<file path="config.mk">
export PLATFORM = sky130hd
export DESIGN_NAME = prc_regs
export DESIGN_NICKNAME = d
export VERILOG_FILES = /design/src/hdl/prc_pkg.sv /design/src/hdl/prc_ratio_if.sv /design/src/hdl/prc_ratio_path.sv /design/src/hdl/prc_regs.sv
export SDC_FILE = /design/constraint.sdc
export NUM_CORES = 1
export LEC_CHECK = 0
export BUFFER_PORTS_ARGS = -buffer_cell sky130_fd_sc_hd__clkbuf_2
export CAP_MARGIN = 0
export CORE_UTILIZATION = 26
export CTS_CLUSTER_DIAMETER = 80
export DETAILED_ROUTE_END_ITERATION = 10
export SLEW_MARGIN = 20
export SYNTH_ARGS = -nofsm -noshare
export SYNTH_HDL_FRONTEND = slang
export SYNTH_SLANG_ARGS = --single-unit
</file>
<file path="constraint.sdc">
create_clock -name clk -period 7.45 [get_ports clk]
set_input_delay 0.745 -clock clk [delete_from_list [all_inputs] [get_ports clk]]
set_output_delay 0.745 -clock clk [all_outputs]
set_load 0.01 [all_outputs]
</file>
<file path="src/hdl/prc_pkg.sv">
package prc_pkg;

  // ------------------------------------------------------------------
  // register offsets on the control port
  // ------------------------------------------------------------------
  localparam logic [7:0] PRC_ADDR_DEV_CTRL   = 8'h02;
  localparam logic [7:0] PRC_ADDR_CFG_FIRST  = 8'h03;
  localparam logic [7:0] PRC_ADDR_CFG_SECOND = 8'h04;
  localparam logic [7:0] PRC_ADDR_GLOBAL     = 8'h05;
  localparam logic [7:0] PRC_ADDR_RATIO_BASE = 8'h06;
  localparam logic [7:0] PRC_ADDR_RATIO_LAST = 8'h15;
  localparam logic [7:0] PRC_ADDR_FUNC_FIRST = 8'h16;

  // ------------------------------------------------------------------
  // field positions
  // ------------------------------------------------------------------
  // device control
  localparam int PRC_CTRL_UNLOCK_BIT   = 7;
  localparam int PRC_CTRL_RATE_LSB     = 5;
  localparam int PRC_CTRL_AUX_DIS_BIT  = 1;
  localparam int PRC_CTRL_CLK_DIS_BIT  = 0;
  // device config first
  localparam int PRC_CFG1_SHIFT_LSB    = 5;
  localparam int PRC_CFG1_STATIC_LSB   = 3;
  localparam int PRC_CFG1_AUX_SRC_LSB  = 1;
  localparam int PRC_CFG1_UNLOCK_BIT   = 0;
  // device config second
  localparam int PRC_CFG2_AUTO_MOD_BIT = 3;
  localparam int PRC_CFG2_HYBRID_LSB   = 1;
  localparam int PRC_CFG2_FRAC_SRC_BIT = 0;
  // global config
  localparam int PRC_GLB_FREEZE_BIT    = 3;
  localparam int PRC_GLB_UNLOCK_BIT    = 0;
  // function config first
  localparam int PRC_FN1_SKIP_BIT      = 7;
  localparam int PRC_FN1_LOCK_CFG_BIT  = 6;
  localparam int PRC_FN1_REFDIV_LSB    = 3;

  // writable masks; reserved bits stay zero
  localparam logic [7:0] PRC_MASK_DEV_CTRL   = 8'h03;
  localparam logic [7:0] PRC_MASK_CFG_SECOND = 8'h0F;
  localparam logic [7:0] PRC_MASK_GLOBAL     = 8'h09;
  localparam logic [7:0] PRC_MASK_FUNC_FIRST = 8'hD8;

  // reset value of every configuration byte
  localparam logic [7:0] PRC_RESET_BYTE = 8'h00;

  // ------------------------------------------------------------------
  // encodings
  // ------------------------------------------------------------------
  localparam int          PRC_RATIO_COUNT = 4;
  localparam int          PRC_RATIO_BYTES = 16;
  localparam logic [1:0]  PRC_AUX_REF     = 2'b00;
  localparam logic [1:0]  PRC_AUX_CLKIN   = 2'b01;
  localparam logic [1:0]  PRC_AUX_PLLOUT  = 2'b10;
  localparam logic [1:0]  PRC_AUX_LOCK    = 2'b11;

  // picks one 32-bit ratio out of the packed set, word k at [32k+:32]
  function automatic logic [31:0] prc_pick(input logic [127:0] words,
                                            input logic [1:0]   sel);
    prc_pick = words[{sel, 5'b00000} +: 32];
  endfunction

endpackage

</file>
<file path="src/hdl/prc_ratio_if.sv">
`timescale 1ns/1ns
`default_nettype none

// ratio words and selectors handed to the ratio datapath
interface prc_ratio_if;
  logic [127:0] words;       // four ratios, word k at [32k+:32]
  logic [1:0]   static_sel;  // static mode ratio index
  logic [1:0]   hybrid_sel;  // hybrid mode ratio index
  logic [2:0]   shift_sel;   // ratio shift code
  logic [31:0]  eff_ratio;   // shifted static ratio
  logic [31:0]  hyb_ratio;   // selected hybrid ratio

  modport cfg  (output words, static_sel, hybrid_sel, shift_sel,
                input  eff_ratio, hyb_ratio);
  modport path (input  words, static_sel, hybrid_sel, shift_sel,
                output eff_ratio, hyb_ratio);
endinterface

`default_nettype wire

</file>
<file path="src/hdl/prc_ratio_path.sv">
`timescale 1ns/1ns
`default_nettype none

module prc_ratio_path
  import prc_pkg::*;
(
  input  wire logic   clk,  // system clock
  input  wire logic   rst,  // async reset, high
  prc_ratio_if.path   rp    // ratio words in, ratios out
);

  // ------------------------------------------------------------------
  // selection and scaling
  // ------------------------------------------------------------------
  logic [31:0] static_word;
  logic [31:0] hybrid_word;
  logic [2:0]  right_amt;
  logic [31:0] scaled_word;
  logic [31:0] eff_q;
  logic [31:0] hyb_q;

  assign static_word = prc_pick(rp.words, rp.static_sel);
  assign hybrid_word = prc_pick(rp.words, rp.hybrid_sel);

  assign right_amt   = {1'b0, rp.shift_sel[1:0]} + 3'd1;
  assign scaled_word = rp.shift_sel[2] ? (static_word >> right_amt)
                                       : (static_word << rp.shift_sel[1:0]);

  // registered so the ratio outputs never glitch on a selector change
  always_ff @(posedge clk or posedge rst) begin
    if (rst) begin
      eff_q <= 32'h00000000;
      hyb_q <= 32'h00000000;
    end else begin
      eff_q <= scaled_word;
      hyb_q <= hybrid_word;
    end
  end

  assign rp.eff_ratio = eff_q;
  assign rp.hyb_ratio = hyb_q;

endmodule

`default_nettype wire

</file>
<file path="src/hdl/prc_regs.sv">
`timescale 1ns/1ns
`default_nettype none

module prc_regs
  import prc_pkg::*;
(
  input  wire logic        clk,                         // system clock, 20 MHz
  input  wire logic        rst,                         // async reset, high
  // register port from the serial front end
  input  wire logic        reg_wr,                      // write strobe, one cycle
  input  wire logic        reg_rd,                      // read strobe, one cycle
  input  wire logic [7:0]  reg_addr,                    // register offset
  input  wire logic [7:0]  reg_wdata,                   // write byte
  input  wire logic        i2c_mode,                    // 1 i2c, 0 spi
  output logic      [7:0]  reg_rdata,                   // read byte
  output logic             reg_rvalid,                  // read data valid pulse
  // status from the pll
  input  wire logic        pll_locked,                  // pll lock level
  input  wire logic [1:0]  rate_detect,                 // input rate range code
  // clock sources for the aux pin, sampled as data
  input  wire logic        timing_reference_clock,      // reference clock
  input  wire logic        clk_in_sample,               // input clock
  input  wire logic        pll_clk_sample,              // pll output clock
  // configuration to the pll
  output logic [31:0]      effective_ratio,             // scaled static ratio
  output logic [31:0]      hybrid_ratio,                // hybrid mode ratio
  output logic             fractional_source_sel,       // 0 static, 1 hybrid
  output logic             auto_ratio_modifier_en,      // auto modifier on
  output logic             missing_pulse_tolerance_en,  // clock skip on
  output logic [1:0]       ref_divider_sel,             // reference divider code
  output logic             control_port_en,             // control port mode
  output logic             clk_out_disable,             // clock output off
  // aux pin
  output logic             aux_out,                     // aux pin level
  output logic             aux_oe                       // aux pin drive enable
);

  // ------------------------------------------------------------------
  // address decode
  // ------------------------------------------------------------------
  logic hit_ctrl;
  logic hit_cfg1;
  logic hit_cfg2;
  logic hit_glb;
  logic hit_fn1;
  logic hit_ratio;
  logic [7:0] ratio_idx;

  // one compare per register, one range check for the ratio bytes; anything else decodes to nothing
  assign hit_ctrl  = reg_addr == PRC_ADDR_DEV_CTRL;
  assign hit_cfg1  = reg_addr == PRC_ADDR_CFG_FIRST;
  assign hit_cfg2  = reg_addr == PRC_ADDR_CFG_SECOND;
  assign hit_glb   = reg_addr == PRC_ADDR_GLOBAL;
  assign hit_fn1   = reg_addr == PRC_ADDR_FUNC_FIRST;
  assign hit_ratio = (reg_addr >= PRC_ADDR_RATIO_BASE) &&
                     (reg_addr <= PRC_ADDR_RATIO_LAST);
  assign ratio_idx = reg_addr - PRC_ADDR_RATIO_BASE;

  // ------------------------------------------------------------------
  // per-register strobes
  // ------------------------------------------------------------------
  logic        wr_ctrl;
  logic        wr_cfg1;
  logic        wr_cfg2;
  logic        wr_glb;
  logic        wr_fn1;
  logic        rd_take;
  logic [15:0] wr_ratio;

  // one decoded strobe per register keeps the next-value muxes flat
  assign wr_ctrl = reg_wr && hit_ctrl;
  assign wr_cfg1 = reg_wr && hit_cfg1;
  assign wr_cfg2 = reg_wr && hit_cfg2;
  assign wr_glb  = reg_wr && hit_glb;
  assign wr_fn1  = reg_wr && hit_fn1;
  // spi reads refused
  // a spi host cannot read, so its strobe is dropped before the data flops
  assign rd_take = reg_rd && i2c_mode;

  // ratio byte enables; an offset outside 06h..15h enables none
  for (genvar ge = 0; ge < PRC_RATIO_BYTES; ge++) begin : g_ratio_we
    assign wr_ratio[ge] = hit_ratio && reg_wr && (ratio_idx == 8'(ge));
  end

  // ------------------------------------------------------------------
  // written (staged) registers
  // ------------------------------------------------------------------
  logic [7:0] ctrl_q;
  logic [7:0] cfg1_q;
  logic [7:0] cfg2_q;
  logic [7:0] glb_q;
  logic [7:0] fn1_q;
  logic [7:0] ctrl_d;
  logic [7:0] cfg1_d;
  logic [7:0] cfg2_d;
  logic [7:0] glb_d;
  logic [7:0] fn1_d;

  // next values; reserved bits are masked so they stay at their default
  assign ctrl_d = wr_ctrl ? (reg_wdata & PRC_MASK_DEV_CTRL)   : ctrl_q;
  assign cfg1_d = wr_cfg1 ? reg_wdata                         : cfg1_q;
  assign cfg2_d = wr_cfg2 ? (reg_wdata & PRC_MASK_CFG_SECOND) : cfg2_q;
  assign glb_d  = wr_glb  ? (reg_wdata & PRC_MASK_GLOBAL)     : glb_q;
  assign fn1_d  = wr_fn1  ? (reg_wdata & PRC_MASK_FUNC_FIRST) : fn1_q;

  always_ff @(posedge clk or posedge rst) begin
    if (rst) begin
      ctrl_q <= PRC_RESET_BYTE;
      cfg1_q <= PRC_RESET_BYTE;
      cfg2_q <= PRC_RESET_BYTE;
      glb_q  <= PRC_RESET_BYTE;
      fn1_q  <= PRC_RESET_BYTE;
    end else begin
      ctrl_q <= ctrl_d;
      cfg1_q <= cfg1_d;
      cfg2_q <= cfg2_d;
      glb_q  <= glb_d;
      fn1_q  <= fn1_d;
    end
  end

  // ------------------------------------------------------------------
  // live copies of 02h..04h behind the freeze
  // ------------------------------------------------------------------
  logic       freeze;
  logic [7:0] ctrl_live_q;
  logic [7:0] cfg1_live_q;
  logic [7:0] cfg2_live_q;
  logic [7:0] ctrl_live_d;
  logic [7:0] cfg1_live_d;
  logic [7:0] cfg2_live_d;

  // freeze itself is never held back, so clearing it always works
  assign freeze = glb_q[PRC_GLB_FREEZE_BIT];

  // unfrozen follows
  // the live copy trails the staged one by a cycle, so a burst of writes
  // released by clearing freeze lands on the pll all at once
  assign ctrl_live_d = freeze ? ctrl_live_q : ctrl_q;
  assign cfg1_live_d = freeze ? cfg1_live_q : cfg1_q;
  assign cfg2_live_d = freeze ? cfg2_live_q : cfg2_q;

  always_ff @(posedge clk or posedge rst) begin
    if (rst) begin
      ctrl_live_q <= PRC_RESET_BYTE;
      cfg1_live_q <= PRC_RESET_BYTE;
      cfg2_live_q <= PRC_RESET_BYTE;
    end else begin
      ctrl_live_q <= ctrl_live_d;
      cfg1_live_q <= cfg1_live_d;
      cfg2_live_q <= cfg2_live_d;
    end
  end

  // ------------------------------------------------------------------
  // user ratio bytes
  // ------------------------------------------------------------------
  logic [7:0]   ratio_byte_q [PRC_RATIO_BYTES];
  logic [127:0] ratio_words;

  for (genvar gb = 0; gb < PRC_RATIO_BYTES; gb++) begin : g_ratio_byte
    always_ff @(posedge clk or posedge rst) begin
      if (rst) begin
        ratio_byte_q[gb] <= PRC_RESET_BYTE;
      end else if (wr_ratio[gb]) begin
        ratio_byte_q[gb] <= reg_wdata;
      end
    end
  end

  for (genvar gw = 0; gw < PRC_RATIO_COUNT; gw++) begin : g_ratio_word
    assign ratio_words[32*gw +: 32] = {ratio_byte_q[4*gw],
                                       ratio_byte_q[4*gw+1],
                                       ratio_byte_q[4*gw+2],
                                       ratio_byte_q[4*gw+3]};
  end

  // ------------------------------------------------------------------
  // ratio datapath
  // ------------------------------------------------------------------
  prc_ratio_if rif ();

  // selectors come from the live copy so freeze covers them too
  assign rif.words      = ratio_words;
  assign rif.static_sel = cfg1_live_q[PRC_CFG1_STATIC_LSB +: 2];
  assign rif.hybrid_sel = cfg2_live_q[PRC_CFG2_HYBRID_LSB +: 2];
  assign rif.shift_sel  = cfg1_live_q[PRC_CFG1_SHIFT_LSB +: 3];

  // ratio bytes bypass freeze; only the selectors are held back
  prc_ratio_path u_path (
    .clk (clk),
    .rst (rst),
    .rp  (rif.path)
  );

  assign effective_ratio = rif.eff_ratio;
  assign hybrid_ratio    = rif.hyb_ratio;

  // ------------------------------------------------------------------
  // mode and control outputs
  // ------------------------------------------------------------------
  // fractional source
  assign fractional_source_sel      = cfg2_live_q[PRC_CFG2_FRAC_SRC_BIT];
  assign auto_ratio_modifier_en     = cfg2_live_q[PRC_CFG2_AUTO_MOD_BIT];
  // clock skip
  // the below-80 kHz input limit is the host's to respect; nothing checks it
  assign missing_pulse_tolerance_en = fn1_q[PRC_FN1_SKIP_BIT];
  assign ref_divider_sel            = fn1_q[PRC_FN1_REFDIV_LSB +: 2];
  assign clk_out_disable            = ctrl_live_q[PRC_CTRL_CLK_DIS_BIT];

  assign control_port_en = cfg1_live_q[PRC_CFG1_UNLOCK_BIT] &
                           glb_q[PRC_GLB_UNLOCK_BIT];

  // ------------------------------------------------------------------
  // aux pin
  // ------------------------------------------------------------------
  logic [1:0] aux_src;
  logic       lock_cfg;
  logic       aux_dis;
  logic       clk_pick;
  logic       aux_d;
  logic       oe_d;
  logic       aux_q;
  logic       oe_q;

  assign aux_src  = cfg1_live_q[PRC_CFG1_AUX_SRC_LSB +: 2];
  assign lock_cfg = fn1_q[PRC_FN1_LOCK_CFG_BIT];
  assign aux_dis  = ctrl_live_q[PRC_CTRL_AUX_DIS_BIT];

  always_comb begin
    case (aux_src)
      PRC_AUX_REF:    clk_pick = timing_reference_clock;
      PRC_AUX_CLKIN:  clk_pick = clk_in_sample;
      PRC_AUX_PLLOUT: clk_pick = pll_clk_sample;
      default:        clk_pick = 1'b0;
    endcase
  end

  // pin level and enable; the disable bit wins over every source
  always_comb begin
    aux_d = clk_pick;
    oe_d  = 1'b1;
    if (aux_src == PRC_AUX_LOCK) begin
      if (lock_cfg) begin
        aux_d = 1'b0;
        oe_d  = ~pll_locked;
      end else begin
        aux_d = ~pll_locked;
        oe_d  = 1'b1;
      end
    end
    if (aux_dis) begin
      oe_d = 1'b0;
    end
  end

  // a clock routed here is resampled at 20 MHz, so only slow clocks pass
  always_ff @(posedge clk or posedge rst) begin
    if (rst) begin
      aux_q <= 1'b0;
      oe_q  <= 1'b0;
    end else begin
      aux_q <= aux_d;
      oe_q  <= oe_d;
    end
  end

  assign aux_out = aux_q;
  assign aux_oe  = oe_q;

  // ------------------------------------------------------------------
  // read path
  // ------------------------------------------------------------------
  logic [7:0] ctrl_view;
  logic [7:0] rd_mux;
  logic [7:0] rdata_q;
  logic       rvalid_q;

  // status bits show the pll state, the rest echo what was written
  assign ctrl_view = {~pll_locked, rate_detect, ctrl_q[4:0]};

  // unmapped offsets and reserved bits read back as zero
  always_comb begin
    rd_mux = 8'h00;
    if (hit_ctrl) begin
      rd_mux = ctrl_view;
    end else if (hit_cfg1) begin
      rd_mux = cfg1_q;
    end else if (hit_cfg2) begin
      rd_mux = cfg2_q;
    end else if (hit_glb) begin
      rd_mux = glb_q;
    end else if (hit_fn1) begin
      rd_mux = fn1_q;
    end else if (hit_ratio) begin
      rd_mux = ratio_byte_q[ratio_idx[3:0]];
    end
  end

  always_ff @(posedge clk or posedge rst) begin
    if (rst) begin
      rdata_q  <= 8'h00;
      rvalid_q <= 1'b0;
    end else begin
      rdata_q  <= rd_take ? rd_mux : 8'h00;
      rvalid_q <= rd_take;
    end
  end

  assign reg_rdata  = rdata_q;
  assign reg_rvalid = rvalid_q;

endmodule

`default_nettype wire

</file>
# After elaboration in Yosys (flattened, before gate mapping)
# Index checks and enable logic that the tools add are counted.
op_classes:
  shift: 4
  n_lt_le_gt_ge: 3
  addsub: 2
  eq_ne: 23
  bitwise: 3
  mux: 17
  n_reduce_logical: 26
ops:
  columns: ["op", "count"]
  rows:
  - ["$shiftx 128x8->32", 2]
  - ["$mux 8", 9]
  - ["$eq 8x4->1 const B", 8]
  - ["$eq 8x3->1 const B", 6]
  - ["$bmux 8 s4", 1]
  - ["$eq 8x2->1 const B", 4]
  - ["$mux 32", 1]
  - ["$shl 32x2->32", 1]
  - ["$shr 32x3->32", 1]
  - ["$logic_and 1x1->1", 24]
  - ["$eq 8x1->1 const B", 1]
  - ["$eq 8x5->1 const B", 1]
  - ["$ge 8x3->1 const B", 1]
  - ["$le 8x5->1 const B", 1]
  - ["$logic_not 8->1", 1]
  - ["$sub 8x3->8 const B", 1]
  - ["$ge 5x5->1 const B", 1]
  - ["$mux 1", 5]
  - ["$not 4->5", 1]
  - ["$eq 2x2->1 const B", 2]
  - ["$add 2x1->3 const B", 1]
  - ["$pmux 1 s3", 1]
  - ["$eq 2x1->1 const B", 1]
  - ["$logic_not 2->1", 1]
  - ["2 further kinds", 2]
totals:
  inputBits: 27
  register_bits: 237
  wordCells: 108
  out_inout_bits: 82

# Depth between registers and ports, before layout
logic_depth:
  ltp_word: 12
  mapped_depth: 9
  depth_no_buf: 6

# By module
# From an unflattened synthesis, not the netlist that was laid out.
hier_totals:
  hier_cells: 1006
  hier_area_um2: 14647.8
modules_own_cells:
  columns: ["mod", "area_each_um2", "cells_each", "seq_area_each_um2", "instances"]
  rows:
  - ["prc_regs", 8096.5, 555, 4329.2, 1]
  - ["prc_ratio_path", 6551.3, 451, 1601.5, 1]

# Worst setup path before layout
# Ideal clock, no wire load.
synth_timing:
  kind: "input -> register"
  from: "in reg_addr[3]"
  to: "reg cfg1_q[0]"
  path_stages: 7
  slack_ns: 4.840
  required_time_ns: 7.325
  arrival_ns: 2.485
  n_path_buf: 3
  cell_sequence: "buf_6 > or4_4 > buf_6 > or3_4 > or3_1 > buf_6 > mux2_4"
synth_via:
  elab_chain_cells: 2
synth_lines:
  columns: ["element", "line_no", "rtl"]
  rows:
  - ["from (decl)", "prc_regs.sv:12", "input wire logic [7:0] reg_addr,"]
  - ["$eq 8x2->1", "prc_regs.sv:51", "assign hit_cfg1 = reg_addr == PRC_ADDR_CFG_FIRST;"]
  - ["$logic_and 1x1->1", "prc_regs.sv:72", "assign wr_cfg1 = reg_wr && hit_cfg1;"]
  - ["to (signal assigned)", "prc_regs.sv:115", "cfg1_q <= cfg1_d;"]
  - ["to (decl)", "prc_regs.sv:89", "logic [7:0] cfg1_q;"]
# Every way passes these cells.
# A chain may end at the register's enable or synchronous reset.

# Worst setup path in the final report
layout_timing:
  from: "in reg_addr[1]"
  to: "reg ratio_byte_q[92] (netlist name)"
layout_via:
  elab_chain_cells: 4
layout_lines:
  columns: ["element", "line_no", "rtl"]
  rows:
  - ["parallel branches: the longest is 3 deep, another holds $sub 8x3->8", null, null]
  - ["$logic_and 1x1->1 *", "prc_regs.sv:82", "assign wr_ratio[ge] = hit_ratio && reg_wr && (ratio_idx == 8'(ge));"]
  - ["to (signal, indexed assignment)", "prc_regs.sv:166", "ratio_byte_q[gb] <= reg_wdata;"]
  - ["to (decl)", "prc_regs.sv:158", "logic [7:0] ratio_byte_q [PRC_RATIO_BYTES];"]
# Mark *: on every way between the ends.

==> impl_metrics.prom <==
# TYPE chip_impl_metric gauge
chip_impl_metric{name="antenna_found_initial",unit=""} 0
chip_impl_metric{name="cts_hold_repair.buffers",unit=""} 0
chip_impl_metric{name="max_cap_violations",unit=""} 0
chip_impl_info{name="classification_of_the_worst_slack_hold_path",value="in -> async"} 1
chip_impl_metric{name="timing.final.max_slew_violations",unit=""} 0
chip_impl_metric{name="power_switching",unit="uW"} 862.3
chip_impl_metric{name="syn_nets",unit=""} 1001
chip_impl_metric{name="global_route.overflow_total",unit=""} 0
chip_impl_metric{name="floorplan.die.height",unit="um"} 222.0
chip_impl_metric{name="num-nets-final",unit=""} 1064
chip_impl_metric{name="dpl_cell_area",unit="um^2"} 13610
chip_impl_metric{name="die_x",unit="um"} 222.0
chip_impl_metric{name="dr_total_vias",unit=""} 9384
chip_impl_metric{name="postRouteAntennaNets",unit=""} 0
chip_impl_metric{name="htreeDepth",unit=""} 1
chip_impl_metric{name="synthesis.area",unit="um^2"} 12590
chip_impl_info{name="cp-start-kind",value="input pin"} 1
chip_impl_metric{name="totalNegativeSetupSlack",unit="ns"} 0
chip_impl_metric{name="ios",unit=""} 109
chip_impl_metric{name="postLayoutCellArea",unit="um^2"} 14600
chip_impl_metric{name="portion_of_the_clock_cycle_consumed_by_the_worst_path_in_the_final_layout",unit="%"} 48.17
chip_impl_metric{name="pwr-share-comb",unit="%"} 11.6
chip_impl_metric{name="grt.total_usage",unit="%"} 17.13
chip_impl_info{name="rsz0062_at_grt",value="no"} 1
chip_impl_metric{name="hold_violations",unit=""} 0
chip_impl_metric{name="synth_area_per_cell",unit="um^2"} 12.94
chip_impl_metric{name="first_pass_iters",unit=""} 5
chip_impl_info{name="run_status",value="finished clean"} 1
chip_impl_metric{name="antennaDiodeCount",unit=""} 0
chip_impl_metric{name="design.die.area",unit="um^2"} 49300
chip_impl_metric{name="wl",unit="um"} 42710
chip_impl_info{name="setup.worst_path.end_class",value="flip-flop"} 1
chip_impl_metric{name="placeableCoreArea",unit="um^2"} 47750
chip_impl_metric{name="power_density",unit="nW/um^2"} 223.4
chip_impl_metric{name="seq_power_share",unit="%"} 44.0
chip_impl_metric{name="global_route_wire_length_before_repair",unit="um"} 63490
chip_impl_metric{name="cts.repair.resized",unit=""} 0
chip_impl_metric{name="cts_inserted_buffers",unit=""} 26
chip_impl_metric{name="postSynthRegisterBits",unit=""} 237
chip_impl_info{name="cts_tree",value="done"} 1
chip_impl_metric{name="timing.fmax",unit="MHz"} 278.6
chip_impl_metric{name="layout-area-overhead-vs-synth",unit="%"} 15.97
chip_impl_metric{name="intPower",unit="uW"} 2398
chip_impl_metric{name="via_per_inst",unit=""} 5.616
chip_impl_metric{name="clk_latency",unit="ns"} 0.56
chip_impl_metric{name="clk_path_buf_depth",unit=""} 3
chip_impl_metric{name="routabilityCongestion",unit=""} 0.8855
chip_impl_metric{name="drive_gt1_share",unit="%"} 39.30
chip_impl_metric{name="initial_utilization",unit="%"} 26.37
chip_impl_metric{name="synth_enable_flop_cells",unit=""} 0
chip_impl_metric{name="tritoncts_num_sinks",unit=""} 237
chip_impl_metric{name="setup-violations-final",unit=""} 0
chip_impl_metric{name="timing.slew.headroom",unit="%"} 24.34
chip_impl_metric{name="rows",unit=""} 80
chip_impl_metric{name="clkSlewWorstSetupHoldPaths",unit="ns"} 0.07
chip_impl_metric{name="first_global_vias",unit=""} 9157
chip_impl_metric{name="grt_max_degree",unit=""} 141
chip_impl_metric{name="period_minus_slack",unit="ns"} 3.589
chip_impl_metric{name="worst_ir_drop_vdd",unit="mV"} 0.1516
chip_impl_metric{name="numPortBuffers",unit=""} 108
chip_impl_metric{name="synthArstFlopShare",unit="%"} 100.0
chip_impl_metric{name="yosys_warnings",unit=""} 0
chip_impl_metric{name="path_max_fanout",unit=""} 27
chip_impl_metric{name="total_power",unit="uW"} 3261
chip_impl_info{name="layout.cells.most_common",value="sky130_fd_sc_hd__dfrtp_1"} 1
chip_impl_metric{name="ys_types",unit=""} 61
chip_impl_metric{name="timing_worst_slew_pin_value",unit="ns"} 1.135
chip_impl_metric{name="route.detailed.wl_per_inst",unit="um"} 25.56
chip_impl_info{name="layout.cells.most_common_list",value="sky130_fd_sc_hd__dfrtp_1 (235), sky130_fd_sc_hd__mux2_2 (155), sky130_fd_sc_hd__clkbuf_2 (107)"} 1
chip_impl_metric{name="sw_frac_of_total",unit="%"} 26.45
chip_impl_metric{name="worst_ep_arrival_time",unit="ns"} 4.02
chip_impl_metric{name="power_frac_clock",unit="%"} 44.4
chip_impl_metric{name="dp_hpwl",unit="um"} 30290
chip_impl_metric{name="drt_iter0_drc",unit=""} 948
chip_impl_metric{name="finClkSkew",unit="ns"} 0.01533
chip_impl_info{name="cts.root.buffer_cell",value="sky130_fd_sc_hd__clkbuf_16"} 1
chip_impl_metric{name="critical_path_required",unit="ns"} 7.88
chip_impl_metric{name="synthesized_netlist_cell_count",unit=""} 973
chip_impl_metric{name="drc_violation_count_after_routing",unit=""} 0
chip_impl_metric{name="post-cts-setup-buffers",unit=""} 0
chip_impl_metric{name="synth-seq-area-share",unit="%"} 47.11
chip_impl_info{name="ys.flop_type",value="sky130_fd_sc_hd__dfrtp_1"} 1
chip_impl_info{name="worstSetupPathType",value="in -> reg"} 1
chip_impl_metric{name="static-leakage-power",unit="uW"} 0.006285
flip-flops by register name, indices dropped and copies added (netlist names):
signal               count
reg_rdata                8
ratio_byte_q           128
ctrl_live_q              2
glb_q                    2
u_path.rp.eff_ratio     32
aux_oe                   1
aux_out                  1
cfg2_q                   4
cfg1_live_q              8
ctrl_q                   2
cfg1_q                   8
fn1_q                    4
u_path.rp.hyb_ratio     32
reg_rvalid               1
cfg2_live_q              4
cells by family after synthesis:
family	count (synthesis)	synth area share [%]
compound gates	178	9.592
xor+xnor	4	0.2784
fa+ha+maj	1	0.09938
buf+inv	93	3.250
flops	237	47.11
mux	295	32.07
simple gates	165	7.594
area by class of cell:
cell class | instances | area [um^2]
repair buffers | 118 | 635.6
flip-flops and latches | 237 | 5936
fillers | 4729 | 33150
clock inverters | 14 | 212.7
clock buffers | 34 | 752.0
well taps | 615 | 769.5
inverters | 10 | 45.04
multi-input cells | 643 | 6248
metal layers:
layer / wire length [um] / vias to the layer above / global-route usage [%]
met3: 2765 / 85 / 2.372
met4: 1996 / 0 / 7.930
met2: 20480 / 470 / 27.40
met5: 0 / - / 0
met1: 17460 / 4916 / 22.94
li1: - / 3913 / -
power groups by stage:
stage | Combinational [uW] | Sequential (uW) | Clock (uW)
floorplan | 248 | 1430 | 0
global placement | 372 | 1450 | 0
detailed placement | 377 | 1460 | 0
CTS | 378 | 1430 | 1470
global route | 405 | 1440 | 1520
finish | 378 | 1430 | 1450
Yosys cell counts (3+ instances only):
library cell / instances / area, um^2
sky130_fd_sc_hd__or3_1: 23 / 143.9
sky130_fd_sc_hd__nor3_1: 14 / 70.07
sky130_fd_sc_hd__o22ai_1: 56 / 350.3
sky130_fd_sc_hd__o21ai_0: 29 / 145.1
sky130_fd_sc_hd__mux2i_1: 64 / 640.6
sky130_fd_sc_hd__clkbuf_1: 47 / 176.4
sky130_fd_sc_hd__a21oi_1: 16 / 80.08
sky130_fd_sc_hd__a31o_2: 5 / 43.79
sky130_fd_sc_hd__o311ai_0: 17 / 148.9
sky130_fd_sc_hd__buf_2: 18 / 90.09
sky130_fd_sc_hd__inv_1: 9 / 33.78
sky130_fd_sc_hd__buf_6: 4 / 45.04
sky130_fd_sc_hd__mux2_2: 155 / 1745
sky130_fd_sc_hd__nor4_4: 4 / 85.08
sky130_fd_sc_hd__nand2_1: 37 / 138.9
sky130_fd_sc_hd__a22oi_1: 7 / 52.55
sky130_fd_sc_hd__o22a_1: 5 / 43.79
sky130_fd_sc_hd__nand3b_1: 8 / 60.06
sky130_fd_sc_hd__nand2b_1: 8 / 50.05
sky130_fd_sc_hd__mux2_4: 8 / 120.1
sky130_fd_sc_hd__and3_1: 7 / 43.79
sky130_fd_sc_hd__nor3b_1: 4 / 30.03
sky130_fd_sc_hd__buf_1: 12 / 45.04
sky130_fd_sc_hd__nor2b_1: 6 / 37.54
sky130_fd_sc_hd__dfrtp_1: 237 / 5931
sky130_fd_sc_hd__xor2_1: 3 / 26.28
sky130_fd_sc_hd__nor2_1: 14 / 52.55
sky130_fd_sc_hd__o31ai_1: 22 / 165.2
sky130_fd_sc_hd__nand3_1: 27 / 135.1
sky130_fd_sc_hd__mux4_2: 68 / 1531
per-stage QoR:
step / cells / hold WS (ns) / setup WS, ns / utilization [%]
2_1_floorplan: 973 / 0.3977 / 0.2020 / -
3_3_place_gp: 1622 / 0.4213 / 3.377 / 28.50
3_5_place_dp: 1622 / 0.4278 / 3.388 / 28.50
4_1_cts: 1670 / 0.4405 / 3.953 / 30.52
5_1_grt: 1671 / 0.1771 / 3.766 / 30.58
6_report: 1671 / 0.1498 / 3.861 / 30.58
worst paths after layout:
check,start,endpoint,slack (ns),cells after the start
max,reg_addr[1],ratio_byte_q[92],3.86,6
max in group asynchronous,rst,ratio_byte_q[84],5.70,4
min,rst,u_path.rp.hyb_ratio[12],0.15,2
min in group clk,ctrl_live_q[1],aux_oe,0.44,1
max reg2reg,cfg1_live_q[3],u_path.rp.eff_ratio[9],4.47,5
min reg2reg,ctrl_live_q[1],aux_oe,0.44,1
critical path, cell delays in order:
cell	delay (ns)
sky130_fd_sc_hd__buf_2	0.63
sky130_fd_sc_hd__ha_1	0.76
sky130_fd_sc_hd__inv_1	0.30
sky130_fd_sc_hd__o32ai_1	0.61
sky130_fd_sc_hd__nand2_1	0.53
sky130_fd_sc_hd__mux2_2	0.42
Note: power is estimated with default switching activity, not from simulation.
